[config.mk]
export PLATFORM = sky130hd
export DESIGN_NAME = ccx_exec
export DESIGN_NICKNAME = d
export VERILOG_FILES = /design/src/rtl/ccx_pkg.sv /design/src/rtl/ccx_exec.sv
export VERILOG_INCLUDE_DIRS = /design/src /design/src/rtl
export SDC_FILE = /design/constraint.sdc
export NUM_CORES = 1
export LEC_CHECK = 0
export BUFFER_PORTS_ARGS = -buffer_cell sky130_fd_sc_hd__buf_4
export CORE_MARGIN = 2
export CORE_UTILIZATION = 56
export CTS_CLUSTER_DIAMETER = 100
export DETAILED_ROUTE_END_ITERATION = 8
export PLACE_DENSITY = 0.85
export SETUP_SLACK_MARGIN = 0.2
export SKIP_LAST_GASP = 1
export SYNTH_ARGS = -nofsm -noshare
export SYNTH_HDL_FRONTEND = slang
export SYNTH_SLANG_ARGS = --single-unit
[constraint.sdc]
create_clock -name mclk_i -period 5.4 [get_ports mclk_i]
set_clock_uncertainty 0.1 [all_clocks]
set_input_delay 0.54 -clock mclk_i [delete_from_list [all_inputs] [get_ports mclk_i]]
set_output_delay 0.54 -clock mclk_i [all_outputs]
set_load 0.03 [all_outputs]
[src/rtl/ccx_defs.svh]
// Purpose: Constants for the call, clear, invert and watchdog-kick executer.
// Assumes: 16-bit instruction words, 21-bit byte program counter.
// Notes:   Opcode patterns are matched against the upper instruction bits; the kick against the whole word.
`ifndef CCX_DEFS_SVH
`define CCX_DEFS_SVH

// ---------------------------------------------------------------------------
// Opcode patterns
// ---------------------------------------------------------------------------
`define CCX_OP_BRZ_HI    8'he0
`define CCX_OP_CALL_HI   7'h76
`define CCX_OP_CALL2_HI  4'hf
`define CCX_OP_CLR_HI    7'h35
`define CCX_OP_INV_HI    6'h07
`define CCX_OP_KICK      16'h0004

// ---------------------------------------------------------------------------
// Addressing and reset values
// ---------------------------------------------------------------------------
`define CCX_IDX_LIMIT    8'h5f
`define CCX_ACC_SPLIT    8'h60
`define CCX_ACC_HI_BANK  4'hf
`define CCX_PC_RST       21'h000000
`define CCX_PC_STEP      21'h000002
`define CCX_RET_OFS      21'h000004

`endif

[src/rtl/ccx_pkg.sv]
// Purpose: Types for the call, clear, invert and watchdog-kick executer.
// Assumes: Constants come from ccx_defs.svh.
// Notes:   Status flags are packed into one struct.
package ccx_pkg;

  // Core status flags.
  typedef struct packed {
    logic neg;
    logic ovf;
    logic zero;
    logic dc;
    logic carry;
  } ccx_flags_t;

  // File register write request.
  typedef struct packed {
    logic        we;
    logic [11:0] addr;
    logic [7:0]  data;
  } ccx_fwr_t;

  // Execution state.
  typedef enum logic [1:0] {
    CCX_ST_EXEC,
    CCX_ST_CALL2,
    CCX_ST_FLUSH
  } ccx_state_t;

endpackage
[src/rtl/ccx_exec.sv]
// Purpose: Executes branch_on_zero_flag, subroutine call, file_clear,
//          watchdog_kick and file_invert; one word per instruction cycle.
// Assumes: instr_i is the fetched word of the cycle; file_rdata_i answers
//          file_addr_o combinationally.
// Notes:   Words that match no pattern here execute as plain steps.
// Summary of operation
// - A zero-flag branch adds 2n+2 and adds one idle cycle if taken.
// - The call reaches any target of the 2 Mbyte space absolutely.
// - The call pushes the address four bytes past itself.
// - The call copies W, flags and bank when its save bit is set.
// - The call loads its 20-bit literal into PC bits 20 to 1.
// - The call takes two cycles, the second an idle fetch.
// - Access bit 0 picks the access bank, 1 takes the bank register.
// - Access bit 0 with extended set and f <= 95 uses indexed offset.
// - The watchdog kick clears counter and postscaler, sets two flags.
// - File invert forms the inverse and updates negative and zero.
// - File invert with d 0 writes the accumulator only.
// - File invert with d 1 writes back the file register.
`timescale 1ns/100ps
`include "ccx_defs.svh"

module ccx_exec
  import ccx_pkg::*;
(
  input  wire logic        mclk_i,
  input  wire logic        reset_n_i,
  input  wire logic [15:0] instr_i,
  input  wire logic        ext_set_en_i,
  input  wire logic [11:0] index_base_i,
  input  wire logic [7:0]  file_rdata_i,
  output logic [11:0]      file_addr_o,
  output ccx_fwr_t         file_wr_o,
  output logic [20:0]      pc_o,
  output logic             flush_o,
  output logic             stack_push_o,
  output logic [20:0]      stack_data_o,
  output logic             wdt_clear_o,
  output logic [7:0]       accum_o,
  output ccx_flags_t       flags_o,
  output logic [3:0]       bank_select_o,
  output logic [7:0]       accumulator_shadow_o,
  output ccx_flags_t       flags_shadow_o,
  output logic [3:0]       bank_shadow_o,
  output logic             watchdog_expiry_flag_o,
  output logic             sleep_entry_flag_o
);

  // -------------------------------------------------------------------------
  // Helper functions
  // -------------------------------------------------------------------------
  // Zero test used by invert and clear.
  function automatic logic is_zero(input logic [7:0] v);
    is_zero = (v == 8'h00);
  endfunction

  // -------------------------------------------------------------------------
  // State
  // -------------------------------------------------------------------------
  ccx_state_t  state_r;
  ccx_state_t  state_nxt;
  logic [20:0] pc_r;
  logic [20:0] pc_nxt;
  logic [7:0]  call_lo_r;
  logic [7:0]  acc_r;
  logic [7:0]  acc_nxt;
  ccx_flags_t  flg_r;
  ccx_flags_t  flg_nxt;
  logic [3:0]  bank_r;
  logic [7:0]  acc_sh_r;
  ccx_flags_t  flg_sh_r;
  logic [3:0]  bank_sh_r;
  logic        wdto_r;
  logic        slp_r;

  // -------------------------------------------------------------------------
  // Decode
  // -------------------------------------------------------------------------
  // Opcode matches are only valid in the execute state.
  wire         in_exec  = (state_r == CCX_ST_EXEC);
  wire         dec_brz  = in_exec && (instr_i[15:8] == `CCX_OP_BRZ_HI);
  wire         dec_call = in_exec && (instr_i[15:9] == `CCX_OP_CALL_HI);
  wire         dec_clr  = in_exec && (instr_i[15:9] == `CCX_OP_CLR_HI);
  wire         dec_inv  = in_exec && (instr_i[15:10] == `CCX_OP_INV_HI);
  wire         dec_kick = in_exec && (instr_i == `CCX_OP_KICK);
  wire         fld_a    = instr_i[8];
  wire         fld_d    = instr_i[9];
  wire [7:0]   fld_f    = instr_i[7:0];
  wire         brz_take = dec_brz && flg_r.zero;
  wire         call2_ok = (instr_i[15:12] == `CCX_OP_CALL2_HI);

  // Effective file address.
  // indexed offset mode
  wire         idx_mode = !fld_a && ext_set_en_i && (fld_f <= `CCX_IDX_LIMIT);
  wire [11:0]  idx_addr = index_base_i + {4'h0, fld_f};
  wire [11:0]  acc_addr = (fld_f < `CCX_ACC_SPLIT) ? {4'h0, fld_f}
                                                   : {`CCX_ACC_HI_BANK, fld_f};
  wire [11:0]  bnk_addr = {bank_r, fld_f};
  assign file_addr_o = idx_mode ? idx_addr : (fld_a ? bnk_addr : acc_addr);

  wire [7:0]   inv_val  = ~file_rdata_i;

  // Branch target, 2n sign extended.
  // offset arithmetic
  wire [20:0]  brz_ofs  = {{12{instr_i[7]}}, instr_i[7:0], 1'b0};
  wire [20:0]  pc_inc   = pc_r + `CCX_PC_STEP;

  // -------------------------------------------------------------------------
  // Next-state logic
  // -------------------------------------------------------------------------
  // Sequencing, program counter, accumulator and flags.
  always_comb
  begin
    state_nxt = CCX_ST_EXEC;
    pc_nxt    = pc_inc;
    acc_nxt   = acc_r;
    flg_nxt   = flg_r;
    case (state_r)
      CCX_ST_EXEC:
      begin
        if (brz_take)
        begin
          pc_nxt    = pc_inc + brz_ofs;
          state_nxt = CCX_ST_FLUSH;
        end
        if (dec_call)
          state_nxt = CCX_ST_CALL2;
        if (dec_inv)
        begin
          flg_nxt.neg  = inv_val[7];
          flg_nxt.zero = is_zero(inv_val);
          if (!fld_d)
            acc_nxt = inv_val;
        end
        if (dec_clr)
          flg_nxt.zero = is_zero(8'h00);
      end
      CCX_ST_CALL2:
      begin
        pc_nxt = {instr_i[11:0], call_lo_r, 1'b0};
        if (!call2_ok)
          pc_nxt = pc_inc;
      end
      CCX_ST_FLUSH:
        pc_nxt = pc_r;
      default:
        state_nxt = CCX_ST_EXEC;
    endcase
  end

  // File register write port.
  // write back to file
  assign file_wr_o.we   = dec_clr || (dec_inv && fld_d);
  assign file_wr_o.addr = file_addr_o;
  assign file_wr_o.data = dec_clr ? 8'h00 : inv_val;

  // Return stack push of PC+4 during the call's first cycle.
  // push return address
  assign stack_push_o = dec_call;
  assign stack_data_o = pc_r + `CCX_RET_OFS;

  // Watchdog counter and postscaler clear.
  // watchdog clear
  assign wdt_clear_o = dec_kick;
  assign flush_o     = (state_r != CCX_ST_EXEC);

  // -------------------------------------------------------------------------
  // Registers
  // -------------------------------------------------------------------------
  // Core sequencing registers.
  always_ff @(posedge mclk_i)
  begin
    if (!reset_n_i)
    begin
      state_r     <= CCX_ST_EXEC;
      pc_r        <= `CCX_PC_RST;
      acc_r       <= 8'h00;
      flg_r       <= '0;
      call_lo_r   <= 8'h00;
    end
    else
    begin
      state_r <= state_nxt;
      pc_r    <= pc_nxt;
      acc_r   <= acc_nxt;
      flg_r   <= flg_nxt;
      if (dec_call)
        call_lo_r <= instr_i[7:0];
    end
  end

  // Shadow registers and bank select.
  always_ff @(posedge mclk_i)
  begin
    if (!reset_n_i)
    begin
      bank_r    <= 4'h0;
      acc_sh_r  <= 8'h00;
      flg_sh_r  <= '0;
      bank_sh_r <= 4'h0;
    end
    else if (dec_call && instr_i[8])
    begin
      acc_sh_r  <= acc_r;
      flg_sh_r  <= flg_r;
      bank_sh_r <= bank_r;
    end
  end

  // Watchdog status flags, active-low meaning kept by the core.
  always_ff @(posedge mclk_i)
  begin
    if (!reset_n_i)
    begin
      wdto_r <= 1'b1;
      slp_r  <= 1'b1;
    end
    else if (dec_kick)
    begin
      wdto_r <= 1'b1;
      slp_r  <= 1'b1;
    end
  end

  // -------------------------------------------------------------------------
  // Outputs
  // -------------------------------------------------------------------------
  assign pc_o                   = pc_r;
  assign accum_o                = acc_r;
  assign flags_o                = flg_r;
  assign bank_select_o          = bank_r;
  assign accumulator_shadow_o   = acc_sh_r;
  assign flags_shadow_o         = flg_sh_r;
  assign bank_shadow_o          = bank_sh_r;
  assign watchdog_expiry_flag_o = wdto_r;
  assign sleep_entry_flag_o     = slp_r;

endmodule

# [After elaboration in Yosys (flattened, before gate mapping)]
# Index checks and enable logic that the tools add are counted.
[totals] inputBits=39 wordCells=60 out_inout_bits=114 register_bits=51
[classes] add_sub_neg=4 reduce_logical=21 order_cmp=2 eq_ne=8 n_bitwise=4 n_mux=11
[ops] cell="$pmux 21 s3" n=1
[ops] cell="$mux 21" n=2
[ops] cell="$mux 12" n=3
[ops] cell="$add 21x2->21 const B" n=1
[ops] cell="$add 21x21->21" n=1
[ops] cell="$add 21x3->21 const B" n=1
[ops] cell="$eq 16x3->1 const B" n=1
[ops] cell="$add 12x8->12" n=1
[ops] cell="$logic_and 1x1->1" n=10
[ops] cell="$eq 8x8->1 const B" n=1
[ops] cell="$le 8x7->1 const B" n=1
[ops] cell="$logic_not 8->1" n=1
[ops] cell="$lt 8x7->1 const B" n=1
[ops] cell="$mux 8" n=1
[ops] cell="$not 8->8" n=1
[ops] cell="$eq 7x6->1 const B" n=1
[ops] cell="$eq 7x7->1 const B" n=1
[ops] cell="$eq 6x3->1 const B" n=1
[ops] cell="$reduce_and 2->1" n=3
[ops] cell="$eq 4x4->1 const B" n=1
[ops] cell="$reduce_bool 2->1" n=2
[ops] cell="$mux 1" n=3
[ops] cell="$not 1->1" n=3
[ops] cell="$reduce_and 3->1" n=1
[ops] cell="other kinds (7)" n=7

# [Depth between registers and ports, before layout]
[depth] word_depth=5 mapped_depth=14 depth_no_buf=13

# [Worst setup path before layout]
# Ideal clock, no wire load.
[synth_timing] path_type="input to output" start="in instr_i[0]" end="out file_wr_o[18] (netlist bit)" n_path_buf=1 stages=11 required_time_ps=4760 arrival_time_ps=2980 setup_slack_ps=1780 cell_sequence="ha_1 -> inv_1 -> fa_1 -> nor2b_1 -> o21ai_0 -> a21oi_1 -> o21ai_0 -> a211oi_1 -> xnor2_1 -> o21ai_0 -> buf_4"
[synth_between] elab_chain_cells=4 elab_cells_between_ends=7 classes_between="1 x add/sub; 2 x order compare; 3 x mux; 1 x reduce/logical"
[synth_rtl] element="start, declared" line_no="ccx_exec.sv:27" source="input wire logic [15:0] instr_i,"
[synth_rtl] element="$lt 8x7->1 (no line)"
[synth_rtl] element="$mux 12" line_no="ccx_exec.sv:95" source="wire [11:0] acc_addr = (fld_f < `CCX_ACC_SPLIT) ? {4'h0, fld_f}"
[synth_rtl] element="$mux 12" line_no="ccx_exec.sv:98" source="assign file_addr_o = idx_mode ? idx_addr : (fld_a ? bnk_addr : acc_addr);"
[synth_rtl] element="$mux 12 (*)" line_no="ccx_exec.sv:98"
[synth_rtl] element="end, declared" line_no="ccx_exec.sv:32" source="output ccx_fwr_t file_wr_o,"
# Every way passes the cells marked *; elsewhere a longest branch is shown, timed or not.

# [Worst setup path in the final report]
[layout_timing] start="reg pc_r[3], in the netlist pc_o[3]" end="reg pc_r[16], in the netlist pc_o[16]"
[layout_between] elab_chain_cells=4 elab_cells_between_ends=5 classes_between="2 x add/sub; 3 x mux"
[layout_rtl] element="start, declared" line_no="ccx_exec.sv:61" source="logic [20:0] pc_r;"
[layout_rtl] element="start signal, assigned" line_no="ccx_exec.sv:175" source="pc_r <= `CCX_PC_RST;"
[layout_rtl] element="start signal, assigned" line_no="ccx_exec.sv:183" source="pc_r <= pc_nxt;"
[layout_rtl] element="$add 21x2->21 (no line) (*)"
[layout_rtl] element="$add 21x21->21" line_no="ccx_exec.sv:122" source="pc_nxt = pc_inc + brz_ofs;"
[layout_rtl] element="$mux 21" line_no="ccx_exec.sv:120" source="if (brz_take)"
[layout_rtl] element="$pmux 21 s3 (*)" line_no="ccx_exec.sv:117" source="case (state_r)"
# Marked as above.
# A chain may end at the register's enable or synchronous reset.

==> flow_summary_export.csv <==
group,metric,value,unit
outcome,status,"finished, final reports clean",
clock_network,clk_pin_slew_worst_paths,0.11,ns
global_route,grt_max_degree,36,
yosys,synth_seq_cells,50,
yosys,synth_compound_area_frac,0.243,
layout,regArea,1000,um^2
critical_path,required,5.56,ns
yosys,synthTopCellsByArea,"dfxtp_1, ha_1, xnor2_1, nand2_1, a21oi_1",
global_route,grt.total_usage,0.314,
min_path,min_from,"file_rdata_i[6]",
yosys,synth_edf_count,0,
critical_path,reg2reg_to,"pc_o[16]$_SDFFE_PN0P_",
critical_path,critPathLaunchType,"flip-flop",
floorplanning,die_area,9230,um^2
sta,fin_ws,1.64,ns
pwr,max-vdd-ir-drop,123,uV
pwr,netSwitchingFraction,0.372,
layout,drive_gt1_frac,0.221,
pwr,power_frac_comb,0.300,
detailed_routing,wl,14500,um
layout,fin_nets,804,
pwr,p_clk_frac,0.283,
clock_network,cts_buffers,5,
yosys,async_flop_share,0,
pwr,p_sw,0.000335,W
global_route,grt_pass1_wl,23100,um
clock_network,clk_latency,0.33,ns
yosys,synth_flop_cell,"dfxtp_1",
yosys,yosysTopAreaCell,"dfxtp_1",
clock_network,post_cts_buffers,0,
detailed_routing,via_count,5139,
critical_path,rr_startpoint,"pc_o[3]$_SDFFE_PN0P_",
detailed_routing,drc,0,
floorplanning,io_pins,153,
sta,fin_crit_sh,0.696,
floorplanning,row_count,33,
layout,multi_input_area,3310,um^2
critical_path,arrival,3.92,ns
global_route,grt_antenna_before_repair,0,
global_route,grt_pass1_vias,4919,
detailed_routing,drtAntennaViolNets,0,
yosys,avgSynthCellArea,7.44,um^2
placed_design,numPortBuffers,134,
yosys,synth.most_common_cell,"nand2_1",
min_path,hold_class,"in -> reg",
global_route,overflow,0,
placed_design,dpl-instance-area,5550,um^2
min_path,min_path_cells,2,
clock_network,hold_buffers,0,
critical_path,crit_path_max_fanout,8,
sta,slew_headroom,0.342,
sta,worst_pin_slew,0.981,ns
yosys,syn_inst,638,
layout,final_area,5650,um^2
critical_path,rr_worst_depth,13,
layout,stdcell_count,837,
yosys,synth_mux_area_frac,0.0132,
min_path,min_to,"accum_o[6]$_SDFFE_PN0P_",
placed_design,place_inst,829,
critical_path,crit_path_end_kind,"flip-flop",
pwr,p_int,0.000567,W
critical_path,rrSetupSlack,1.64,ns
pwr,leakagePower,2.42,nW
yosys,ys_seq_area_frac,0.211,
floorplanning,core_area,8220,um^2
placed_design,pre_cts_ws,1.73,ns
floorplanning,start_util,0.578,
placed_design,gp_congestion,0.994,
yosys,ys_types,73,
yosys,synthXorXnorAreaFrac,0.101,
clock_network,cts_resized,0,
yosys,synth-simple-area-share,0.232,
yosys,synth_top_family_by_area,"compound AO/OA/AOI/OAI gates",
yosys,yosys_warnings,0,
detailed_routing,vias_per_cell,6.14,
yosys,synth_common_cells,"nand2_1, a21oi_1, dfxtp_1",
sta,period_minus_slack,3.76,ns
clock_network,clkSinkCount,50,
placed_design,dp_hpwl,10900,um
detailed_routing,wl_per_cell,17.3,um
clock_network,cts_tree,"yes",
layout,nFillCells,720,
yosys,synth_top_area_share,0.211,
floorplanning,die_y,96.1,um
floorplanning,die_w,96.1,um
layout,post-route-util,0.688,
sta,setup-tns-final,0,ns
clock_network,cts-root-buf,"clkbuf_8",
critical_path,critical_path_class,"reg -> reg",
sta,rsz0062_at_grt,"false",
detailed_routing,first_pass_iters,5,
pwr,p_per_area,160,nW/um^2
pwr,power_frac_seq,0.417,
layout,diodes,0,
run,cap_violations,0,
detailed_routing,drt_iter0_markers,542,
sta,timing.fmax,266,MHz
sta,setup-violations-final,0,
yosys,netlist_area,4750,um^2
clock_network,clockBufferDepth,2,
clock_network,h-tree-depth,2,
sta,drv_slew,0,
sta,hold_viol,0,
layout,syn_to_final_growth,19.0,%
yosys,synth_fa_ha_area_frac,0.0928,
worst max-delay path, cell delays in order, from the launching register on:
cell and delay (ns):
dfxtp_1 0.50, ha_1 0.26, nand2_1 0.13, nor2_1 0.46, nand2_1 0.14, xnor2_1 0.18, ha_1 0.42, nand2_1 0.11
nor4_1 0.47, a2111oi_0 0.23, o31ai_1 0.33, xnor2_1 0.15, nand2_1 0.07, a21oi_1 0.16
stage by stage:
step,power (W),hold slack (ns)
floorplan,0.000577,0.336
global placement,0.000644,0.347
detailed placement,0.000651,0.356
CTS,0.000897,0.294
global route,0.000935,0.299
finish,0.000903,0.297
cells by family after synthesis:
logic type / after synthesis
adder cells (fa/ha/maj): 34
other: 2
AND/OR/NAND/NOR: 220
XOR/XNOR: 55
multiplexers: 6
buffers and inverters: 89
flip-flops: 50
AO/OA/AOI/OAI: 182
flip-flops by register name, indices dropped and copies added (netlist names):
| register | cells |
|---|---|
| pc_o | 20 |
| accum_o | 8 |
| accumulator_shadow_o | 8 |
| call_lo_r | 8 |
| flags_o | 2 |
| flags_shadow_o | 2 |
| state_r | 2 |
placed cells by master (no fill, tap or decap), drive strengths merged, types with 4 or more instances in the layout:
cell and count:
buf 137, nand2 77, a21oi 52, o21ai 52, dfxtp 50, nor2 49
xnor2 35, ha 32, nand3 29, inv 22, xor2 20, conb 18
a211oi 16, nand4 15, a221oi 11, nor3 7, a21o 6, o31ai 6
nor2b 5, clkbuf 5, nor4 5, nand2b 4, a31oi 4, mux2i 4
nor4b 4, and3 4, or2 4
layer usage:
metal / GRT usage / share of wire / vias up
met3: 0.0564 / 0.084 / 42
li1: - / - / 2435
met1: 0.378 / 0.40 / 2404
met4: 0.132 / 0.032 / 0
met5: 0 / 0 / -
met2: 0.547 / 0.48 / 258
power by group through the flow:
stage | combinational [W] | sequential, W | clock, W
after detailed placement | 0.000266 | 0.000385 | 0
after global routing | 0.000291 | 0.000377 | 0.000267
after global placement | 0.000260 | 0.000384 | 0
final | 0.000271 | 0.000376 | 0.000256
after CTS | 0.000268 | 0.000376 | 0.000254
after floorplan | 0.000189 | 0.000388 | 0
area by class of cell:
cell class	instances	area share
well taps	105	0.0233
repair buffers	137	0.182
flip-flops and latches	50	0.177
clock buffers	5	0.0122
clock inverters	3	0.00509
inverters	22	0.0148
multi-input cells	515	0.585
worst max-delay path by stage:
stage                       endpoint            startpoint  cells past startpoint  slack [ns]
2_1_floorplan          file_wr_o[18]            instr_i[0]                     11        1.78
3_3_place_gp   pc_o[18]$_SDFFE_PN0P_  pc_o[7]$_SDFFE_PN0P_                     12        1.74
3_5_place_dp   pc_o[18]$_SDFFE_PN0P_  pc_o[7]$_SDFFE_PN0P_                     12        1.73
4_1_cts        pc_o[18]$_SDFFE_PN0P_  pc_o[7]$_SDFFE_PN0P_                     12        1.70
5_1_grt        pc_o[20]$_SDFFE_PN0P_  pc_o[7]$_SDFFE_PN0P_                     12        1.44
6_report       pc_o[16]$_SDFFE_PN0P_  pc_o[3]$_SDFFE_PN0P_                     13        1.64
Power figures use the tool's default switching activity.
